--- src/rfd_pkg.sv ---
package rfd_pkg;

  // Programme counter: eight states, fetch periods 0 to 6, state 7 idle
  localparam logic [2:0] RFD_PC_IDLE      = 3'h7;
  localparam logic [2:0] RFD_PC_RESET     = 3'h7;
  localparam logic [2:0] RFD_FETCH_BORROW = 3'h0;
  localparam logic [2:0] RFD_FETCH_SLAVE  = 3'h2;
  localparam logic [2:0] RFD_FETCH_HIGH3  = 3'h3;
  localparam logic [2:0] RFD_FETCH_HIGH4  = 3'h4;
  localparam logic [2:0] RFD_FETCH_BOUT   = 3'h5;
  localparam logic [2:0] RFD_FETCH_CONFIG = 3'h6;

  // Slave mode pattern for the tens digits
  localparam logic [3:0] RFD_SLAVE_A = 4'hb;
  localparam logic [3:0] RFD_SLAVE_B = 4'ha;

  // Decade timing and prescaler moduli
  localparam logic [3:0] RFD_DEC_LAST   = 4'h9;
  localparam logic [3:0] RFD_BASE_MOD   = 4'ha;
  localparam logic [3:0] RFD_STEP_MOD   = 4'hb;
  localparam logic [4:0] RFD_DEC_MOD    = 5'h0a;
  localparam logic [4:0] RFD_FRAC_MAX   = 5'h10;

  // Values after reset
  localparam logic [4:0] RFD_FRAC_RESET = 5'h0a;
  localparam logic [3:0] RFD_DIGIT_RESET = 4'h0;

  // Programme held by the divider
  typedef struct packed {
    logic [3:0][3:0] digit;      // Decade digits units..thousands
    logic [3:0]      frac_digit; // Lowest programme digit
    logic [4:0]      frac_mod;   // Fractional modulus 1..16
    logic            half_en;    // Half channel counter enabled
    logic            half_digit; // Half channel offset
  } rfd_prog_t;

  // Fetch handshake pins
  typedef struct packed {
    logic       programme_clock;
    logic       programme_enable;
    logic [3:0] data_a_n;
    logic [3:0] data_b_n;
    logic       borrow_in;
  } rfd_fetch_t;

endpackage

--- src/rfd_divider.sv ---
`timescale 1ns/100ps
// Contract
// - A side-step pulse over a whole cycle adds one count to that cycle
// - Decade timing counter runs through ten states shared by four selectors
// - Selector with digit n is active in n of ten periods
// - In the always-free period the units selector passes the fractional one
// - Fractional selector timed by fractional counter, programmed by lowest digit
// - One fractional period passes the half selector output through
// - Half selector passes rate input in one state, or always when disabled
// - Units, tens, hundreds feedback drive three active-low outputs
// - Sync output low in last input period of each timing period
// - Tens digits eleven and ten, hundreds and thousands zero and period-five B zero select slave mode
// - A slave serves as two extra lower stages of the master
// - In slave mode third feedback carries subtractor borrow after period five
// - Borrow input sampled as subtractor borrow-in during fetch period zero
// - Slow output gives evenly spaced low pulses at the divided rate
// - Fast output rate is slow rate times modulus times half factor
// - Fast output may jitter one input period from side-stepping; here every decade repeats the same side-steps, so it stays evenly spaced
// - Half counter enabled by B bit zero high in fetch period six
// - Programme counter has eight states, seven fetch periods with own address
module rfd_divider (
  // Clock and reset
  input  wire logic                sys_clk_i,
  input  wire logic                rst_b_i,
  // Divider input, one pulse per input period
  input  wire logic                in_en_i,
  // Programme fetch pins
  input  wire rfd_pkg::rfd_fetch_t fetch_i,
  output logic [6:0]               data_addr_n_o,
  // Rate chain
  input  wire logic                rate_input_n_i,
  output logic                     feedback_out_first_n_o,
  output logic                     feedback_out_second_n_o,
  output logic                     feedback_out_third_n_o,
  output logic                     sync_n_o,
  // Divided outputs
  output logic                     slow_divided_out_n_o,
  output logic                     fast_out_n_o,
  output logic                     slave_mode_o
);
  import rfd_pkg::*;

  logic [2:0] pcnt;
  logic       pclk_q;
  logic       borrow_q;
  logic       slave_q;
  rfd_prog_t  prog;
  logic [3:0] pres_cnt;
  logic [3:0] pres_mod;
  logic [3:0] dec_cnt;
  logic [4:0] frac_cnt;
  logic       half_cnt;
  logic [3:0] sel_act;
  logic       half_act;
  logic       frac_act;
  logic       end_basic;
  logic       end_frac;
  logic       pc_rise;
  logic       pc_fall;
  logic [3:0] a_dig;
  logic [3:0] b_dig;
  logic [5:0] diff;
  logic [4:0] dig_mod;
  logic       next_borrow;
  logic [3:0] next_digit;

  assign pc_rise = fetch_i.programme_clock & ~pclk_q;
  assign pc_fall = ~fetch_i.programme_clock & pclk_q;
  assign a_dig   = ~fetch_i.data_a_n;
  assign b_dig   = ~fetch_i.data_b_n;

  // Edge detect on the slow programme clock
  always_ff @(posedge sys_clk_i) begin
    if (!rst_b_i) begin
      pclk_q <= 1'b0;
    end else begin
      pclk_q <= fetch_i.programme_clock;
    end
  end

  // Programme counter; enable low aborts to idle, then period 6 on the fall
  always_ff @(posedge sys_clk_i) begin
    if (!rst_b_i) begin
      pcnt <= RFD_PC_RESET;
    end else if (pc_rise) begin
      pcnt <= fetch_i.programme_enable ? pcnt + 3'h1 : RFD_PC_IDLE;
    end else if (pc_fall && !fetch_i.programme_enable && pcnt == RFD_PC_IDLE) begin
      pcnt <= RFD_FETCH_CONFIG;
    end
  end

  // One active-low address line per fetch period
  always_ff @(posedge sys_clk_i) begin
    if (!rst_b_i) begin
      data_addr_n_o <= 7'h7f;
    end else begin
      for (int i = 0; i < 7; i++) begin
        data_addr_n_o[i] <= !(pcnt == 3'(i));
      end
    end
  end

  // Digit subtractor; the lowest digit wraps at the fractional modulus
  always_comb begin
    dig_mod = (pcnt == RFD_FETCH_BORROW) ? prog.frac_mod : RFD_DEC_MOD;
    next_borrow = (pcnt == RFD_FETCH_BORROW) ? fetch_i.borrow_in : borrow_q;
    diff = {2'h0, a_dig} - {2'h0, b_dig} - {5'h00, next_borrow};
    next_digit = diff[3:0];
    if (diff[5]) begin
      next_digit = 4'(diff + {1'b0, dig_mod});
    end
  end

  // Programme word commits as the programme clock rises at the end of a fetch
  // period. One process owns the whole word so it keeps a single driver.
  // Period 6 is configuration (all-high A means a modulus of 16); period 5
  // moves only the borrow, since no digit register sits above thousands.
  always_ff @(posedge sys_clk_i) begin
    if (!rst_b_i) begin
      prog.digit      <= {4{RFD_DIGIT_RESET}};
      prog.frac_digit <= RFD_DIGIT_RESET;
      prog.frac_mod   <= RFD_FRAC_RESET;
      prog.half_en    <= 1'b0;
      prog.half_digit <= 1'b0;
      borrow_q        <= 1'b0;
    end else if (pc_rise && pcnt == RFD_FETCH_CONFIG) begin
      prog.frac_mod   <= (a_dig == 4'h0) ? RFD_FRAC_MAX : {1'b0, a_dig};
      prog.half_en    <= fetch_i.data_b_n[0];
      prog.half_digit <= fetch_i.data_b_n[1];
    end else if (pc_rise && pcnt <= RFD_FETCH_BOUT) begin
      borrow_q <= diff[5];
      if (pcnt == RFD_FETCH_BORROW) begin
        prog.frac_digit <= next_digit;
      end else if (pcnt != RFD_FETCH_BOUT) begin
        prog.digit[2'(pcnt - 3'h1)] <= next_digit;
      end
    end
  end

  // Slave pattern built up over periods 2 to 5
  always_ff @(posedge sys_clk_i) begin
    if (!rst_b_i) begin
      slave_q <= 1'b0;
    end else if (pc_rise) begin
      unique case (pcnt)
        RFD_FETCH_SLAVE:
          slave_q <= (a_dig == RFD_SLAVE_A) && (b_dig == RFD_SLAVE_B);
        RFD_FETCH_HIGH3, RFD_FETCH_HIGH4:
          slave_q <= slave_q && (a_dig == 4'h0) && (b_dig == 4'h0);
        RFD_FETCH_BOUT:
          slave_q <= slave_q && (b_dig == 4'h0);
        default: slave_q <= slave_q;
      endcase
    end
  end

  // Ten-eleven counter; modulus fixed at the start of each division cycle
  always_ff @(posedge sys_clk_i) begin
    if (!rst_b_i) begin
      pres_cnt <= 4'h0;
      pres_mod <= RFD_BASE_MOD;
    end else if (in_en_i) begin
      pres_cnt <= end_basic ? 4'h0 : pres_cnt + 4'h1;
      if (pres_cnt == 4'h0) begin
        pres_mod <= sel_act[3] ? RFD_STEP_MOD : RFD_BASE_MOD;
      end
    end
  end

  assign end_basic = in_en_i && pres_cnt != 4'h0 && pres_cnt == pres_mod - 4'h1;
  assign end_frac  = end_basic && dec_cnt == RFD_DEC_LAST
                   && frac_cnt == prog.frac_mod - 5'h01;

  // Decade, fractional and half counters step only at period boundaries
  always_ff @(posedge sys_clk_i) begin
    if (!rst_b_i) begin
      dec_cnt  <= 4'h0;
      frac_cnt <= 5'h00;
      half_cnt <= 1'b0;
    end else if (end_basic) begin
      dec_cnt <= (dec_cnt == RFD_DEC_LAST) ? 4'h0 : dec_cnt + 4'h1;
      if (dec_cnt == RFD_DEC_LAST) begin
        frac_cnt <= end_frac ? 5'h00 : frac_cnt + 5'h01;
      end
      if (end_frac) begin
        half_cnt <= prog.half_en & ~half_cnt;
      end
    end
  end

  // Half selector: rate input in state 0, offset digit in state 1
  always_comb begin
    if (!prog.half_en || !half_cnt) begin
      half_act = ~rate_input_n_i;
    end else begin
      half_act = prog.half_digit;
    end
  end

  // Fractional selector passes the half selector in its last period
  always_comb begin
    if (frac_cnt == prog.frac_mod - 5'h01) begin
      frac_act = half_act;
    end else begin
      frac_act = ({1'b0, frac_cnt} < {2'h0, prog.frac_digit});
    end
  end

  // Four decade selectors on the shared timing counter
  generate
    for (genvar k = 0; k < 4; k++) begin : g_sel
      rfd_rate_sel u_sel (
        .state_i  (dec_cnt),
        .digit_i  (prog.digit[k]),
        .pass_i   ((k == 0) ? frac_act : 1'b0),
        .active_o (sel_act[k])
      );
    end
  endgenerate

  // Feedback outputs; in slave mode the third carries the borrow out
  always_ff @(posedge sys_clk_i) begin
    if (!rst_b_i) begin
      feedback_out_first_n_o  <= 1'b1;
      feedback_out_second_n_o <= 1'b1;
      feedback_out_third_n_o  <= 1'b1;
      slave_mode_o            <= 1'b0;
    end else begin
      feedback_out_first_n_o  <= ~sel_act[0];
      feedback_out_second_n_o <= ~sel_act[1];
      feedback_out_third_n_o  <= slave_q ? borrow_q : ~sel_act[2];
      slave_mode_o            <= slave_q;
    end
  end

  // Sync low across the final input period of the timing period
  always_ff @(posedge sys_clk_i) begin
    if (!rst_b_i) begin
      sync_n_o <= 1'b1;
    end else begin
      sync_n_o <= !(pres_cnt != 4'h0 && pres_cnt == pres_mod - 4'h1);
    end
  end

  // Fast pulse per fractional step; slow pulse once per full programme
  // cycle. Fast pulses stay evenly spaced since every decade repeats the same side-steps.
  always_ff @(posedge sys_clk_i) begin
    if (!rst_b_i) begin
      fast_out_n_o         <= 1'b1;
      slow_divided_out_n_o <= 1'b1;
    end else begin
      fast_out_n_o <= !(end_basic && dec_cnt == RFD_DEC_LAST);
      slow_divided_out_n_o <= !(end_frac && (!prog.half_en || half_cnt));
    end
  end
endmodule

--- src/rfd_rate_sel.sv ---
`timescale 1ns/100ps
// One decade rate selector: active in n of ten timing periods, and in the
// last period, which a digit never reaches, it passes the lower selector on.
module rfd_rate_sel (
  // Timing and programme
  input  wire logic [3:0] state_i,
  input  wire logic [3:0] digit_i,
  // Chain
  input  wire logic       pass_i,
  output logic            active_o
);
  import rfd_pkg::*;

  // A digit never exceeds nine, so state nine is always free for the pass
  always_comb begin
    if (state_i == RFD_DEC_LAST) begin
      active_o = pass_i;
    end else begin
      active_o = (state_i < digit_i);
    end
  end

endmodule
--- config.mk ---
export PLATFORM = sky130hd
export DESIGN_NAME = rfd_divider
export DESIGN_NICKNAME = d
export VERILOG_FILES = /design/src/rfd_pkg.sv /design/src/rfd_divider.sv /design/src/rfd_rate_sel.sv
export SDC_FILE = /design/constraint.sdc
export NUM_CORES = 1
export LEC_CHECK = 0
export BUFFER_PORTS_ARGS = -buffer_cell sky130_fd_sc_hd__buf_4
export CORE_MARGIN = 5
export CORE_UTILIZATION = 54
export CTS_CLUSTER_DIAMETER = 50
export CTS_CLUSTER_SIZE = 14
export DETAILED_ROUTE_END_ITERATION = 10
export GPL_TIMING_DRIVEN = 0
export PLACE_DENSITY = 0.76
export SKIP_LAST_GASP = 1
export SLEW_MARGIN = 10
export SYNTH_ARGS = -nofsm -noshare
export SYNTH_HDL_FRONTEND = slang
export SYNTH_SLANG_ARGS = --single-unit
--- constraint.sdc ---
create_clock -name sys_clk_i -period 2.8 [get_ports sys_clk_i]
set_input_delay 0.56 -clock sys_clk_i [delete_from_list [all_inputs] [get_ports sys_clk_i]]
set_output_delay 0.56 -clock sys_clk_i [all_outputs]
set_load 0.005 [all_outputs]
==> results by group <==
Routing
  • Via/cell ratio: approximately 5.6
  • Max layer used: met4
  • Post-route ant nets: 0
  • Wire per inst: 15.7 µm
  • First-pass DRT Iterations: 4
  • Violation count after the first detailed-route iteration: ~130
  • Met2 wire length: slightly below 4000 µm
  • Via count: 3005
  • M1 wire length: 3840 µm
  • DRC: 0
  • Detailed Route WL: 8440 µm
  • Met3 routed WL: 442 µm

Pwr
  • Cell internal pwr: around 1.4 mW
  • Sw Ratio: 0.283
  • Clk pwr share: 0.363
  • Total chip power: 1.98 mW
  • Switching power: 0.562 mW
  • Power per cell area: 461 mW/mm²
  • Flop pwr share: 0.462
  • Comb power frac: 0.175
  • Static leakage: ~1.7 nW
  • Worst vdd ir: 351 µV

Setup path
  • CP endpoint kind: flop
  • Top cell by count, worst path: ha_4
  • Reg2reg path depth: 16
  • Delay-heaviest family, CP: compound AO/OA/AOI/OAI gates
  • CP max FO: 5
  • CP Class: flop to flop
  • Critical Path RT: 3080 ps
  • Critical-path top delay cell: dfxtp_4
  • Worst path arrival time: 3060 ps
  • CP cell instances: inv_4 > ha_4 > inv_4 > nor2_4 > nand2_2 > nand2_2 > ha_4 > ha_4 > xnor2_4 > ha_4 > nand3_4 > a211oi_2 > o211ai_2 > o211ai_2 > o211ai_1 > a21boi_1
  • Max stage delay on crit path: about 370 ps
  • CP Launch Type: flop
  • CP Buf/Inv Count: 2
  • Cell depth of the worst setup path: 16

STA
  • Period utilization: 0.994
  • Max Clk Rate: 0.359 GHz
  • Unrepaired setup endpoints after global routing: yes
  • Max Slew Vio Count: 0
  • Clk_skew: approximately 7.6 ps
  • Finish-stage setup viols: 0
  • Worst slew margin: 0.446
  • Worst-margin pin slew: 824 ps
  • Final hold vios: 0
  • Period minus WS final: 2780 ps

CTS
  • H-Tree Depth: 3
  • Reg clk slew, reported paths: 70 ps
  • Clock Sinks: between 60 and 70
  • Total CTS buffers: 9
  • Clk_lat worst skew: 350 ps
  • Hold buffer count at CTS: 0
  • CTS tree: done
  • Clk buf depth: 2
  • Clock Tree Root: clkbuf_8

Global routing
  • First-pass GRT wire length: about 14000 µm
  • Antenna violations before repair: 0
  • GR Overflow Total: 0
  • GRT Total Usage: 0.206
  • Via count of the first global-routing pass: 2881
  • Largest net degree at the start of global routing: 12

Logic synthesis
  • EDFF count, synth: 0
  • Yosys reg bits: 62
  • Top cell type's share of synthesized area: 0.350
  • Unique masters post-synth: 50
  • Syn Nets: between 400 and 500
  • Synth Warn #: 0
  • Synth Flop Type: dfxtp_1
  • Area contributors post-synth: dfxtp_1, ha_1, nand2_1
  • Cell taking the most area after synthesis: dfxtp_1
  • Async set-reset flop share out of synthesis: 0
  • Register area share after synthesis: 0.350
  • Syn Std Cell Area: 0.00354 mm²
  • Post-Synthesis Cells: 409
  • Synthesized area per cell: 8.66 µm²

Min path
  • Hold Path Class: primary input to flop
  • Hold Crit Depth: 2

Finish
  • Final core occ: 0.678
  • Fin area: 0.00430 mm²
  • # diodes: 0
  • Share of post-route cells with drive strength above 1: 0.197
  • Area Growth Syn to Fin: 21.4%
  • Commonest non-fill, non-tap cell in the layout: dfxtp_1
  • Layout Nets: between 500 and 600
  • Commonest non-fill, non-tap cells in the layout: dfxtp_1, nand2_1, buf_4

Floorplanning
  • Full die area: 0.00828 mm²
  • # rows: 29
  • Die width: 91.0 µm
  • Core area: between 0.006 and 0.007 mm²
  • I/O pin cnt: 29
  • Initial Util: 0.558
  • Die Span Y: 91.0 µm

Run
  • Max_cap viols: 0

Run status
  • Status: finished clean

Placement
  • PortBufs: 26
  • Post-DP Area: 0.00393 mm²
  • DP Wirelength: 5940 µm
  • Final RePlAce weighted congestion: 0.804
## layer usage
metal | up-vias | GRT usage
met2 | 68 | 0.320
met3 | 20 | 0.0397
li1 | 1496 | -
met5 | - | 0
met1 | 1421 | 0.281
met4 | 0 | 0.0868
## area by class of cell
type / instances / area [µm²]
clock inverters: 3 / 18.8
well taps: 77 / 96.3
plain buffers: 14 / 57.6
flip-flops and latches: 62 / 1250
repair buffers: 37 / 285
multi-input cells: 295 / 2280
clock buffers: 13 / 159
fillers: 531 / 2050
inverters: 38 / 158
## synthesized netlist by cell type (3+ instances only)
| library cell | instances |
|---|---|
| a21boi_0 | 6 |
| a21boi_1 | 7 |
| a21o_1 | 3 |
| a21oi_1 | 14 |
| and2_1 | 10 |
| and3_1 | 3 |
| clkbuf_1 | 13 |
| dfxtp_1 | 62 |
| ha_1 | 36 |
| inv_1 | 38 |
| mux2i_1 | 8 |
| nand2_1 | 49 |
| nand2b_1 | 10 |
| nand3_1 | 13 |
| nand3b_1 | 3 |
| nand4_1 | 3 |
| nor2_1 | 20 |
| nor2b_1 | 12 |
| nor3_1 | 3 |
| o211a_1 | 3 |
| o211ai_1 | 9 |
| o21ai_0 | 24 |
| o22ai_1 | 10 |
| or3_1 | 3 |
| xnor2_1 | 12 |
| xor2_1 | 4 |
## what timing repair did
item                       in CTS  in global routing
setup endpoints to repair      20                 19
cloned                          0                  0
resized for setup              14                 15
pin swaps                       6                 17
buffers inserted                3                  8
## path summary, 6_finish.rpt
path	from	end	slack [ps]
worst max register to register	pcnt[1]	prog[22]	20
worst min register to register	prog[21]	prog[21]	470
worst max-delay path	pcnt[1]	prog[22]	20
worst min-delay path	fetch_i[10]	pclk_q	430
## cell families after synthesis
logic type / synth area share
adders and majority gates: 0.138
DFF: 0.350
and+or+nand+nor: 0.217
buffers and inverters: 0.0554
muxes: 0.0226
xor gates and xnor gates: 0.0459
AOI/OAI and AO/OA: 0.171
## state kept, by name (all words and copies together) (netlist names), 3 cells and up
name	count
data_addr_n_o	7
dec_cnt	4
frac_cnt	5
pcnt	3
pres_cnt	4
prog	27
## stage by stage
step                      setup TNS (ps)  hold WS [ps]  std cells  worst slack (ps)
after floorplan                     -225           440        409             -79.4
after global placement             -4390           453        512              -396
after detailed placement           -5100           458        512              -409
after CTS                              0           422        531              2.65
after global routing                -704           436        539              -151
final                                  0           427        539              18.1
## power groups by stage
stage / registers, mW / logic (mW) / clock network (mW)
4_1_cts: 0.916 / 0.311 / 0.725
5_1_grt: 0.918 / 0.382 / 0.765
6_report: 0.916 / 0.348 / 0.720
3_5_place_dp: 0.937 / 0.298 / 0
3_3_place_gp: 0.936 / 0.291 / 0
2_1_floorplan: 0.933 / 0.214 / 0
Power figures use the tool's default switching activity.
